### src/shared/ascc_regs.vh
// register indexes, field positions, reset values and divider constants
`ifndef ASCC_REGS_VH
`define ASCC_REGS_VH

// register indexes; byte address is four times the index
`define ASCC_IDX_SUPPLY      8'h1f
`define ASCC_IDX_CONV        8'h18
`define ASCC_IDX_CHOP        8'h19

// supply_pump_control fields
`define ASCC_SUP_MOD_EN      0
`define ASCC_SUP_PUMP_EN     1
`define ASCC_SUP_BG_QST      2
`define ASCC_SUP_DIV_LSB     3
`define ASCC_SUP_DIV_MSB     7
`define ASCC_SUP_RESET       8'h00

// converter_control_reg fields
`define ASCC_CONV_PWR        0
`define ASCC_CONV_PH_LSB     1
`define ASCC_CONV_PH_MSB     2
`define ASCC_CONV_CMP        3
`define ASCC_CONV_TM_LSB     4
`define ASCC_CONV_TM_MSB     5
`define ASCC_CONV_CHOP_EN    6
`define ASCC_CONV_WMASK      8'h77
`define ASCC_CONV_RESET      8'h00

// chopper_divider_reg fields
`define ASCC_CHOP_DIV_LSB    0
`define ASCC_CHOP_DIV_MSB    2
`define ASCC_CHOP_IN_SEL     3
`define ASCC_CHOP_REF_SEL    4
`define ASCC_CHOP_GAIN       7
`define ASCC_CHOP_WMASK      8'h9f
`define ASCC_CHOP_RESET      8'h00

// integrator phase and trigger mode codes
`define ASCC_PH_CHARGE       2'b01
`define ASCC_PH_DISCHARGE    2'b10
`define ASCC_TM_NONE         2'b00
`define ASCC_TM_RISE         2'b01
`define ASCC_TM_FALL         2'b10
`define ASCC_TM_BOTH         2'b11

// half periods in system clocks: pump base is 16/2, chopper base is 32/2
`define ASCC_PUMP_HALF_BASE  12'h008
`define ASCC_CHOP_HALF_BASE  12'h010

`endif

### src/rtl/ascc_clkdiv.v
// square-wave divider of the system clock with a programmable half period
`timescale 1ns/100ps
module ascc_clkdiv (
    input  wire        hclk,
    input  wire        hresetn,
    input  wire        run,
    input  wire [11:0] half_period,
    output reg         clk_out
);

    reg  [11:0] cnt_r;
    wire [11:0] last_w;

    assign last_w = half_period - 12'h001;

    // stopped divider parks low so the output never glitches on enable
    always @(posedge hclk or negedge hresetn) begin
        if (!hresetn) begin
            cnt_r   <= 12'h000;
            clk_out <= 1'b0;
        end else if (!run) begin
            cnt_r   <= 12'h000;
            clk_out <= 1'b0;
        end else if (cnt_r >= last_w) begin
            // >= so a shorter period takes effect without a wrap-around
            cnt_r   <= 12'h000;
            clk_out <= ~clk_out;
        end else begin
            cnt_r   <= cnt_r + 12'h001;
        end
    end

endmodule

### src/rtl/ascc_top.v
// supply, charge pump and dual-slope converter control with an ahb-lite slave
`timescale 1ns/100ps
`include "ascc_regs.vh"
module ascc_top (
    input  wire        hclk,
    input  wire        hresetn,
    input  wire        hsel,
    input  wire [31:0] haddr,
    input  wire [1:0]  htrans,
    input  wire        hwrite,
    input  wire [2:0]  hsize,
    input  wire [31:0] hwdata,
    input  wire        hready,
    output reg         hreadyout,
    output reg         hresp,
    output reg  [31:0] hrdata,
    input  wire        comparator_raw,
    output wire        pump_clock,
    output wire        chopper_clock,
    output reg         regulator_enable,
    output reg         regulator_output_hiz,
    output reg         pump_run,
    output reg         pump_bypass,
    output reg         bandgap_enable,
    output reg         bandgap_filter_short,
    output reg         converter_power,
    output reg         integrator_charge,
    output reg         integrator_discharge,
    output reg         gain_input_alt,
    output reg         gain_x4,
    output reg         reference_alt,
    output reg         converter_irq
);

    localparam [1:0] SEL_NONE = 2'd0;
    localparam [1:0] SEL_SUP  = 2'd1;
    localparam [1:0] SEL_CONV = 2'd2;
    localparam [1:0] SEL_CHOP = 2'd3;

    reg  [7:0]  sup_r;
    reg  [7:0]  sup_nxt;
    reg  [7:0]  conv_r;
    reg  [7:0]  conv_nxt;
    reg  [7:0]  chop_r;
    reg  [7:0]  chop_nxt;
    reg         wr_pend_r;
    reg  [1:0]  wr_sel_r;
    reg  [1:0]  addr_sel;
    reg  [7:0]  rd_byte;
    reg         cmp_meta_r;
    reg         cmp_sync_r;
    reg         cmp_prev_r;
    reg         irq_nxt;
    wire        accept_w;
    wire [9:0]  byte_addr_w;
    wire        rise_w;
    wire        fall_w;
    wire [1:0]  phase_w;
    wire [1:0]  trig_w;
    wire [4:0]  pump_div_w;
    wire [2:0]  chop_div_w;
    wire [11:0] pump_half_w;
    wire [11:0] chop_half_w;
    wire        pump_clk_run_w;
    wire        chop_clk_run_w;

    // address phase taken only when the bus is ready and the transfer is real
    assign accept_w    = hsel & hready & htrans[1];
    assign byte_addr_w = haddr[9:0];

    // word decode; indexes times four give the byte addresses
    always @* begin
        if (byte_addr_w == {`ASCC_IDX_SUPPLY, 2'b00})
            addr_sel = SEL_SUP;
        else if (byte_addr_w == {`ASCC_IDX_CONV, 2'b00})
            addr_sel = SEL_CONV;
        else if (byte_addr_w == {`ASCC_IDX_CHOP, 2'b00})
            addr_sel = SEL_CHOP;
        else
            addr_sel = SEL_NONE;
    end

    // data-phase write; the comparator bit is masked so writes cannot touch it
    always @* begin
        sup_nxt  = sup_r;
        conv_nxt = conv_r;
        chop_nxt = chop_r;
        if (wr_pend_r) begin
            case (wr_sel_r)
                SEL_SUP: begin
                    sup_nxt = hwdata[7:0];
                end
                SEL_CONV: begin
                    conv_nxt = hwdata[7:0] & `ASCC_CONV_WMASK;
                end
                SEL_CHOP: begin
                    chop_nxt = hwdata[7:0] & `ASCC_CHOP_WMASK;
                end
                default: begin
                end
            endcase
        end
    end

    // read value built from next-state copies so a read right after a write
    // sees the new value without a wait state
    always @* begin
        case (addr_sel)
            SEL_SUP: begin
                rd_byte = sup_nxt;
            end
            SEL_CONV: begin
                rd_byte = conv_nxt;
                rd_byte[`ASCC_CONV_CMP] = cmp_sync_r;
            end
            SEL_CHOP: begin
                rd_byte = chop_nxt;
            end
            default: begin
                rd_byte = 8'h00;
            end
        endcase
    end

    // bus slave: zero wait states, always okay, unmapped reads give zero
    always @(posedge hclk or negedge hresetn) begin
        if (!hresetn) begin
            hreadyout <= 1'b1;
            hresp     <= 1'b0;
            hrdata    <= 32'h0000_0000;
            wr_pend_r <= 1'b0;
            wr_sel_r  <= SEL_NONE;
        end else begin
            hreadyout <= 1'b1;
            hresp     <= 1'b0;
            wr_pend_r <= accept_w & hwrite;
            if (accept_w) begin
                wr_sel_r <= addr_sel;
            end
            if (accept_w && !hwrite) begin
                hrdata <= {24'h00_0000, rd_byte};
            end
        end
    end

    // register storage
    always @(posedge hclk or negedge hresetn) begin
        if (!hresetn) begin
            sup_r  <= `ASCC_SUP_RESET;
            conv_r <= `ASCC_CONV_RESET;
            chop_r <= `ASCC_CHOP_RESET;
        end else begin
            sup_r  <= sup_nxt;
            conv_r <= conv_nxt;
            chop_r <= chop_nxt;
        end
    end

    assign phase_w    = conv_r[`ASCC_CONV_PH_MSB:`ASCC_CONV_PH_LSB];
    assign trig_w     = conv_r[`ASCC_CONV_TM_MSB:`ASCC_CONV_TM_LSB];
    assign pump_div_w = sup_r[`ASCC_SUP_DIV_MSB:`ASCC_SUP_DIV_LSB];
    assign chop_div_w = chop_r[`ASCC_CHOP_DIV_MSB:`ASCC_CHOP_DIV_LSB];

    // analog controls, each held in a flop; module enable gates the regulator, pump, bandgap enable and converter power
    always @(posedge hclk or negedge hresetn) begin
        if (!hresetn) begin
            regulator_enable     <= 1'b0;
            regulator_output_hiz <= 1'b1;
            pump_run             <= 1'b0;
            pump_bypass          <= 1'b1;
            bandgap_enable       <= 1'b0;
            bandgap_filter_short <= 1'b1;
            converter_power      <= 1'b0;
            integrator_charge    <= 1'b0;
            integrator_discharge <= 1'b0;
            gain_input_alt       <= 1'b0;
            gain_x4              <= 1'b0;
            reference_alt        <= 1'b0;
        end else begin
            regulator_enable     <= sup_r[`ASCC_SUP_MOD_EN];
            regulator_output_hiz <= ~sup_r[`ASCC_SUP_MOD_EN];
            // pump enable counts only with the module on
            pump_run    <= sup_r[`ASCC_SUP_MOD_EN] & sup_r[`ASCC_SUP_PUMP_EN];
            pump_bypass <= ~(sup_r[`ASCC_SUP_MOD_EN] & sup_r[`ASCC_SUP_PUMP_EN]);
            bandgap_enable       <= sup_r[`ASCC_SUP_MOD_EN];
            bandgap_filter_short <= ~sup_r[`ASCC_SUP_BG_QST];
            // converter loses its supply whenever the module is off
            converter_power <= sup_r[`ASCC_SUP_MOD_EN] & conv_r[`ASCC_CONV_PWR];
            integrator_charge    <= (phase_w == `ASCC_PH_CHARGE);
            integrator_discharge <= (phase_w == `ASCC_PH_DISCHARGE);
            gain_input_alt       <= chop_r[`ASCC_CHOP_IN_SEL];
            gain_x4              <= chop_r[`ASCC_CHOP_GAIN];
            reference_alt        <= chop_r[`ASCC_CHOP_REF_SEL];
        end
    end

    // pump clock: half period of 8*(n+1) gives a full period of 16*(n+1)
    assign pump_half_w    = {7'h00, pump_div_w} * `ASCC_PUMP_HALF_BASE
                          + `ASCC_PUMP_HALF_BASE;
    assign pump_clk_run_w = pump_run;

    ascc_clkdiv u_pump_div (
        .hclk        (hclk),
        .hresetn     (hresetn),
        .run         (pump_clk_run_w),
        .half_period (pump_half_w),
        .clk_out     (pump_clock)
    );

    // chopper clock: base of 32 system clocks, doubled per code step
    assign chop_half_w    = `ASCC_CHOP_HALF_BASE << chop_div_w;
    assign chop_clk_run_w = converter_power & conv_r[`ASCC_CONV_CHOP_EN];

    ascc_clkdiv u_chop_div (
        .hclk        (hclk),
        .hresetn     (hresetn),
        .run         (chop_clk_run_w),
        .half_period (chop_half_w),
        .clk_out     (chopper_clock)
    );

    // comparator synchroniser; the second stage and its delayed copy in the third flop feed the edge logic, the first stage never does
    always @(posedge hclk or negedge hresetn) begin
        if (!hresetn) begin
            cmp_meta_r <= 1'b0;
            cmp_sync_r <= 1'b0;
            cmp_prev_r <= 1'b0;
        end else begin
            cmp_meta_r <= comparator_raw;
            cmp_sync_r <= cmp_meta_r;
            cmp_prev_r <= cmp_sync_r;
        end
    end

    assign rise_w = cmp_sync_r & ~cmp_prev_r;
    // the discharge end shows as this falling edge
    assign fall_w = ~cmp_sync_r & cmp_prev_r;

    // edge select; a dead converter raises nothing from a floating comparator
    always @* begin
        case (trig_w)
            `ASCC_TM_NONE: irq_nxt = 1'b0;
            `ASCC_TM_RISE: irq_nxt = rise_w;
            `ASCC_TM_FALL: irq_nxt = fall_w;
            `ASCC_TM_BOTH: irq_nxt = rise_w | fall_w;
            default:       irq_nxt = 1'b0;
        endcase
    end

    // one-cycle request per qualifying edge
    always @(posedge hclk or negedge hresetn) begin
        if (!hresetn) begin
            converter_irq <= 1'b0;
        end else begin
            converter_irq <= irq_nxt & converter_power;
        end
    end

endmodule

### config.mk
export PLATFORM = sky130hd
export DESIGN_NAME = ascc_top
export DESIGN_NICKNAME = d
export VERILOG_FILES = /design/src/rtl/ascc_clkdiv.v /design/src/rtl/ascc_top.v
export VERILOG_INCLUDE_DIRS = /design/src /design/src/shared
export SDC_FILE = /design/constraint.sdc
export NUM_CORES = 1
export LEC_CHECK = 0
export ABC_CLOCK_PERIOD_IN_PS = 4000
export BUFFER_PORTS_ARGS = -buffer_cell sky130_fd_sc_hd__buf_4
export CORE_MARGIN = 3
export CORE_UTILIZATION = 45
export CTS_CLUSTER_DIAMETER = 150
export DETAILED_ROUTE_END_ITERATION = 16
export GPL_TIMING_DRIVEN = 0
export PLACE_DENSITY = 0.7
export SLEW_MARGIN = 30
export SYNTH_ARGS = -nofsm -noshare
export SYNTH_HDL_FRONTEND = slang
export SYNTH_SLANG_ARGS = --single-unit
### constraint.sdc
create_clock -name hclk -period 4 [get_ports hclk]
set_clock_uncertainty 0.05 [all_clocks]
set_input_delay 0.2 -clock hclk [delete_from_list [all_inputs] [get_ports hclk]]
set_output_delay 0.2 -clock hclk [all_outputs]
set_load 0.05 [all_outputs]
==> metrics.cfg, run 1 <==
[route]
viasPerCell=4.85
first_iter_violations=98
wl_per_cell_um=13.7
drc=0
routed_wl_um=7150
drtPass1Iterations=4
vias=2539
antenna_left=0

[die]
core_um2=7810
ioPinCount=124
start_util_pct=46.6
rows=32
die_w_um=95.9
die-area_um2=9200
die_y_um=95.9

[place]
place_congestion=0.787
dpl_cell_area_um2=4230
io_buffers=47
dpl.hpwl_um=5160

[synthesis]
syn-cell-area_um2=3640
ys.flop_type=dfrtp_1
synth_edf_count=0
synth_top_area_share_pct=49.5
synth_cell_types=45
yosysSeqAreaShare_pct=51.7
syn_avg_cell_area_um2=11.1
synth.area.top_cells=dfrtp_1, ha_1, buf_4
yosys.area.top_type=dfrtp_1
ys_seq_elements=75
netlist_top_cells_count=dfrtp_1, buf_4, nor2_1
yosysWarnings=0
async_reset_ff_share_pct=100
synth_cells=328
yosysMostFrequentCell=dfrtp_1

[final_layout]
utilization_pct=56.9
finalInstanceArea_um2=4440
seqCellArea_um2=1880
nNetsFinal=508
fill_cells=699
layout-drive-gt1-share_pct=27.3
area_growth_syn_to_layout_pct=22.0
multi_input_area_um2=1560
n_antenna_cell=0

[clock_network]
cts_htree_levels=3
cts-root-buf=clkbuf_8
cts_tree=done
cts.clk_slew.worst_paths_ns=0.08
clkLatencyLatePin_ns=0.34
cts.sinks=75
postCtsSetupBuffers=0
numCtsBuffers=9
clk_path_buf_depth=2

[timing]
rsz0062_at_grt=no
setup_tns_ns=0
final.min_clock_period_ns=2.14
fin_crit_sh_pct=53.4
slew_violations=0
slew_headroom_pct=54.7
worst_pin_slew_ns=0.680
hold_violations=0
fmax_mhz=468
setup_violations=0

[global_route]
grt_max_degree=76
grt_use_total_pct=17.2
first_global_vias=2452
grt_pass1_wl_um=11900
antenna_found_initial=0
overflow=0

[critical_path]
crit_chain=clkbuf_1 > inv_1 > ha_1 > nand2_1 > o22ai_1 > o22a_1 > clkbuf_1 > nor2_1
end_kind=flop
cp_max_fo=10
critPathLaunchType=flop
slowest_stage=clkbuf_1
crit_top_cell=clkbuf_1
cp_slowest_stage_delay_ns=0.37
path_class=reg2reg
crit_required_ns=4.16
cp.arrival_ns=2.30

[power]
leakage_nw=2.31
peakVddDrop_v=0.000155
p_per_area_nw_per_um2=344
finalPower_mw=1.53

[run_status]
status=finished, final reports clean

[min_path]
hp-class=in2reg

[run]
maxCapViolCount=0

==> power breakdown <==
| group | switching (mW) | total, mW | leakage [nW] | internal [mW] |
|---|---|---|---|---|
| logic | 0.123 | 0.182 | 1.24 | 0.0592 |
| registers | 0.00949 | 0.784 | 0.980 | 0.775 |
| clock network | 0.276 | 0.561 | 0.0950 | 0.285 |
| total | 0.408 | 1.53 | 2.31 | 1.12 |
==> worst max-delay path, delay by kind of cell (launching register included) <==
kind	cells	cell delay, ns
simple gates	2	0.16
flops	1	0.32
fa+ha+maj	1	0.32
compound gates	2	0.43
buf+inv	3	0.73
==> sequential cells by signal, indices dropped and copies added, names as in the netlist, 2 cells and up <==
name	flops
u_chop_div.cnt_r	12
u_pump_div.cnt_r	12
chop_r	8
hrdata	8
sup_r	8
conv_r	7
wr_sel_r	2
==> worst paths after layout <==
| check | startpoint | end | cells past startpoint | slack, ns |
|---|---|---|---|---|
| worst max-delay path | chop_r[2] | u_chop_div.cnt_r[7] | 8 | 1.86 |
| worst min-delay path | hwrite | wr_pend_r | 3 | 0.03 |
| worst max register to register | chop_r[2] | u_chop_div.cnt_r[7] | 8 | 1.86 |
| worst min register to register | cmp_meta_r | cmp_sync_r | 0 | 0.31 |
| max in group asynchronous | hresetn | cmp_meta_r | 2 | 3.04 |
| min in group asynchronous | hresetn | u_chop_div.cnt_r[9] | 2 | 0.39 |
==> timing repair <==
| item | in CTS | in global routing |
|---|---|---|
| hold endpoints to repair | 70 | 0 |
| hold buffers | 2 | 0 |
| setup endpoints to repair | 0 | 0 |
| resized for setup | 0 | 0 |
==> metrics by stage <==
step / hold slack [ns] / setup WS, ns / cells
after floorplan: -0.146 / 1.83 / 356
after global placement: 0.260 / 1.90 / 505
after detailed placement: 0.269 / 1.87 / 505
after CTS: 0.0151 / 1.86 / 523
after global routing: 0.0222 / 1.68 / 523
final: 0.0319 / 1.86 / 523
==> cells in the final DEF (no fill, tap or decap), types with 3 or more instances in the layout <==
cell type  netlist  final
clkbuf_1         4      4
o21ai_0          9      9
nor2b_1          5      5
inv_1           23     23
and4_1           3      3
xnor2_1          3      3
and3_1           4      4
nand4_1          7      7
ha_1            17     17
mux2_2          15     15
dfrtp_1         72     72
a21oi_1          5      5
clkinv_2         0      3
mux2i_1          7      7
clkbuf_8         0      9
a22o_1           8      8
conb_1           2     30
nand3_1         15     15
xor2_1          13     13
nor2_1          26     26
dfstp_2          3      3
a21o_1           7      7
buf_4           27     73
nand2_1         23     23
==> logic make-up (layout without fill, tap and decap cells) <==
| group | Yosys count | count (layout) | synth area share (%) |
|---|---|---|---|
| and+or+nand+nor | 99 | 99 | 14.0 |
| DFF | 75 | 75 | 51.7 |
| buffers and inverters | 55 | 120 | 8.46 |
| AOI/OAI and AO/OA | 41 | 41 | 8.97 |
| muxes | 23 | 23 | 6.98 |
| adders and majority gates | 17 | 17 | 5.84 |
| xor gates and xnor gates | 16 | 16 | 3.85 |
| other | 2 | 30 | 0.206 |
==> per-layer routing <==
layer	wire (um)	global-route usage, %	vias up	part of all wire [%]
met4	140	6.28	0	2.0
met3	390	3.99	11	5.5
met1	3300	23.6	1192	46
li1	-	-	1253	-
met2	3320	26.6	83	46
met5	0	0	-	0
==> final cells by class <==
cell class              count  area share [%]
plain buffers              32            4.99
clock buffers               9            2.79
clock inverters             7            1.55
inverters                  23            1.94
multi-input cells         226            35.0
flip-flops and latches     75            42.3
well taps                 102            2.87
repair buffers             49            8.48
Note: power is estimated with default switching activity, not from simulation.
==> run 2: changes to the inputs <==
ABC_AREA = 1   (was default)
ABC_CLOCK_PERIOD_IN_PS = 2200   (was 4000)
PLACE_DENSITY = 0.69   (was 0.7)
clock period = 2.2 ns   (was 4 ns; I/O delays follow)
==> run 2 against run 1 <==
  * Routed wire length rose by 8.6%
  * Hold slack got worse by 0.019 ns
  * Largest cell class unchanged
  * Global-route usage barely moved
  * Maximum frequency rose by 11%
==> metrics.cfg, run 2 <==
[run_status]
status=finished, final reports clean

[route]
vias=3117  ; +23%
wl_met2_um=3500  ; +5.6%
first_iter_violations=134  ; +37%
routed_wl_um=7770  ; +8.6%
routed-wl-met3_um=467  ; +20%
wl_per_cell_um=11.9  ; -13%
top_layer=met4
drtPass1Iterations=4  ; unchanged
viasPerCell=4.76  ; -2.0%
antenna_left=0  ; unchanged
met1_length_um=3650  ; +11%
drc=0  ; unchanged

[min_path]
min_from=hwdata[6]
hp-class=in2reg

[synthesis]
yosys.area.top_type=dfrtp_1
synth_cell_types=32  ; -29%
yosysWarnings=0  ; unchanged
synth_cells=454  ; +38%
synth.area.top_cells=dfrtp_1, nand2_1, buf_4
syn_avg_cell_area_um2=8.45  ; -24%
yosysSeqAreaShare_pct=49.0  ; -2.6 points
async_reset_ff_share_pct=100  ; unchanged
ys.flop_type=dfrtp_1
ys_seq_elements=75  ; unchanged
syn-cell-area_um2=3840  ; +5.4%
synth_edf_count=0  ; unchanged
yosysMostFrequentCell=nand2_1
netlist_top_cells_count=nand2_1, dfrtp_1, inv_1
synth_top_area_share_pct=47.0  ; -2.5 points

[timing]
fmax_mhz=522  ; +11%
slew_headroom_pct=56.3  ; +1.7 points
slew_violations=0  ; unchanged
worst_pin_slew_ns=0.655  ; -0.0251 ns
fin_crit_sh_pct=87.2  ; +34 points
finalWorstSetupSlack_ns=0.283  ; -1.58 ns
setup_violations=0  ; unchanged
hold-worst-slack_ns=0.0126  ; -0.0193 ns
setup_tns_ns=0  ; unchanged
hold_violations=0  ; unchanged
rsz0062_at_grt=no
final.min_clock_period_ns=1.92  ; -0.219 ns

[clock_network]
clkLatencyLatePin_ns=0.35  ; about the same
cts.clk_slew.worst_paths_ns=0.08  ; about the same
cts_htree_levels=3  ; unchanged
cts-root-buf=clkbuf_8
cts_tree=done
cts.sinks=75  ; unchanged
clk_path_buf_depth=2  ; unchanged
numCtsBuffers=9  ; unchanged
postCtsSetupBuffers=0  ; unchanged
cts.repair.resized=0  ; unchanged

[final_layout]
n_antenna_cell=0  ; unchanged
reg_top3=u_chop_div.cnt_r: 12 flops, u_pump_div.cnt_r: 12 flops
mostFrequentLayoutCell=nand2_1
nNetsFinal=637  ; +25%
utilization_pct=57.2  ; +0.31 points
layoutNonFillerInstCount=655  ; +25%
finalInstanceArea_um2=4720  ; +6.3%
layout-drive-gt1-share_pct=20.0  ; -7.3 points
fill_cells=800  ; +14%
area_growth_syn_to_layout_pct=23.1
final_cell_mix=nand2_1, buf_4, dfrtp_1, inv_1, nor2_1

[power]
peakVddDrop_v=0.000266  ; +72%
leakage_nw=2.60  ; +12%
finalPower_mw=3.31  ; +120%
p_per_area_nw_per_um2=701  ; +100%

[die]
die_w_um=98.3  ; +2.5%
core_um2=8260  ; +5.8%
rows=33  ; +3.1%
ioPinCount=124  ; unchanged
die_y_um=98.3  ; +2.5%
start_util_pct=46.5  ; -0.16 points
die-area_um2=9670  ; +5.1%

[critical_path]
critPathLaunchType=flop
reg2regPathDepth=8  ; unchanged
reg2reg_from=chop_r[2]
end_kind=flop
cp.arrival_ns=2.10  ; -0.20 ns
r2r_setup_slack_ns=0.28  ; -1.58 ns
startpoint=chop_r[2]
crit_required_ns=2.38  ; -1.78 ns
crit_end=u_chop_div.cnt_r[9]
cp_max_fo=10  ; unchanged
path_class=reg2reg
rr_endpoint=u_chop_div.cnt_r[9]

[global_route]
grt_max_degree=76  ; unchanged
overflow=0  ; unchanged
first_global_vias=3020  ; +23%
grt_pass1_wl_um=13700  ; +15%
grt_use_total_pct=17.2  ; -0.022 points
antenna_found_initial=0  ; unchanged

[place]
place_inst=634  ; +26%
dpl.hpwl_um=5860  ; +13%
dpl_cell_area_um2=4430  ; +4.7%
place_ws_ns=0.173  ; -1.70 ns
place_congestion=0.894  ; +14%
io_buffers=47  ; unchanged

[run]
maxCapViolCount=0  ; unchanged

==> run 2: final cells by class <==
type                    instances  area [um2]  share of cell area [%]
clock inverters                 3        68.8                    1.46
well taps                     105         131                    2.78
plain buffers                  33         246                    5.22
clock buffers                  13         169                    3.58
inverters                      56         210                    4.45
repair buffers                 53         417                    8.82
flip-flops and latches         75        1880                    39.8
multi-input cells             317        1600                    33.9
==> run 2: kinds of logic after synthesis <==
kind of cell | count (synthesis) | synth area share (%)
simple gates | 232 | 26.5
flops | 75 | 49.0
compound gates | 24 | 3.49
other cells | 2 | 0.196
fa+ha+maj | 17 | 5.54
buf+inv | 90 | 12.0
xor+xnor | 14 | 3.20
==> run 2: power breakdown <==
| part | switching [mW] | total (mW) | internal (mW) |
|---|---|---|---|
| Combinational | 0.330 | 0.523 | 0.193 |
| Clock | 0.495 | 1.23 | 0.735 |
| Sequential | 0.0874 | 1.56 | 1.47 |
| Total | 0.913 | 3.31 | 2.40 |
==> run 2: how the worst min path moves through the flow <==
stage	slack, ns	cells past startpoint	end
after floorplan	-0.24	0	bandgap_enable
after global placement	0.17	1	cmp_meta_r
after detailed placement	0.17	1	cmp_meta_r
after CTS	0.003	3	sup_r[6]
after global routing	0.02	3	sup_r[1]
final	0.01	3	sup_r[6]
==> run 2: worst max-delay path: stages, from the launching register on <==
cell,delay (ns)
dfrtp_1,0.46
nand3_1,0.14
ha_1,0.29
nand2_1,0.06
nor2_1,0.19
nand3_1,0.13
nand4_1,0.21
buf_4,0.21
nor2_1,0.06
==> run 2: per-layer routing <==
metal  GRT usage (%)  vias up
li1                -     1563
met2            26.7       92
met3            3.50       13
met4            6.62        0
met5               0        -
met1            23.7     1449
==> run 2: timing repair <==
| action | 4_1_cts | 5_1_grt |
|---|---|---|
| hold buffers | 6 | 0 |
| setup endpoints to repair | 0 | 10 |
| endpoints found under the hold margin | 77 | 0 |
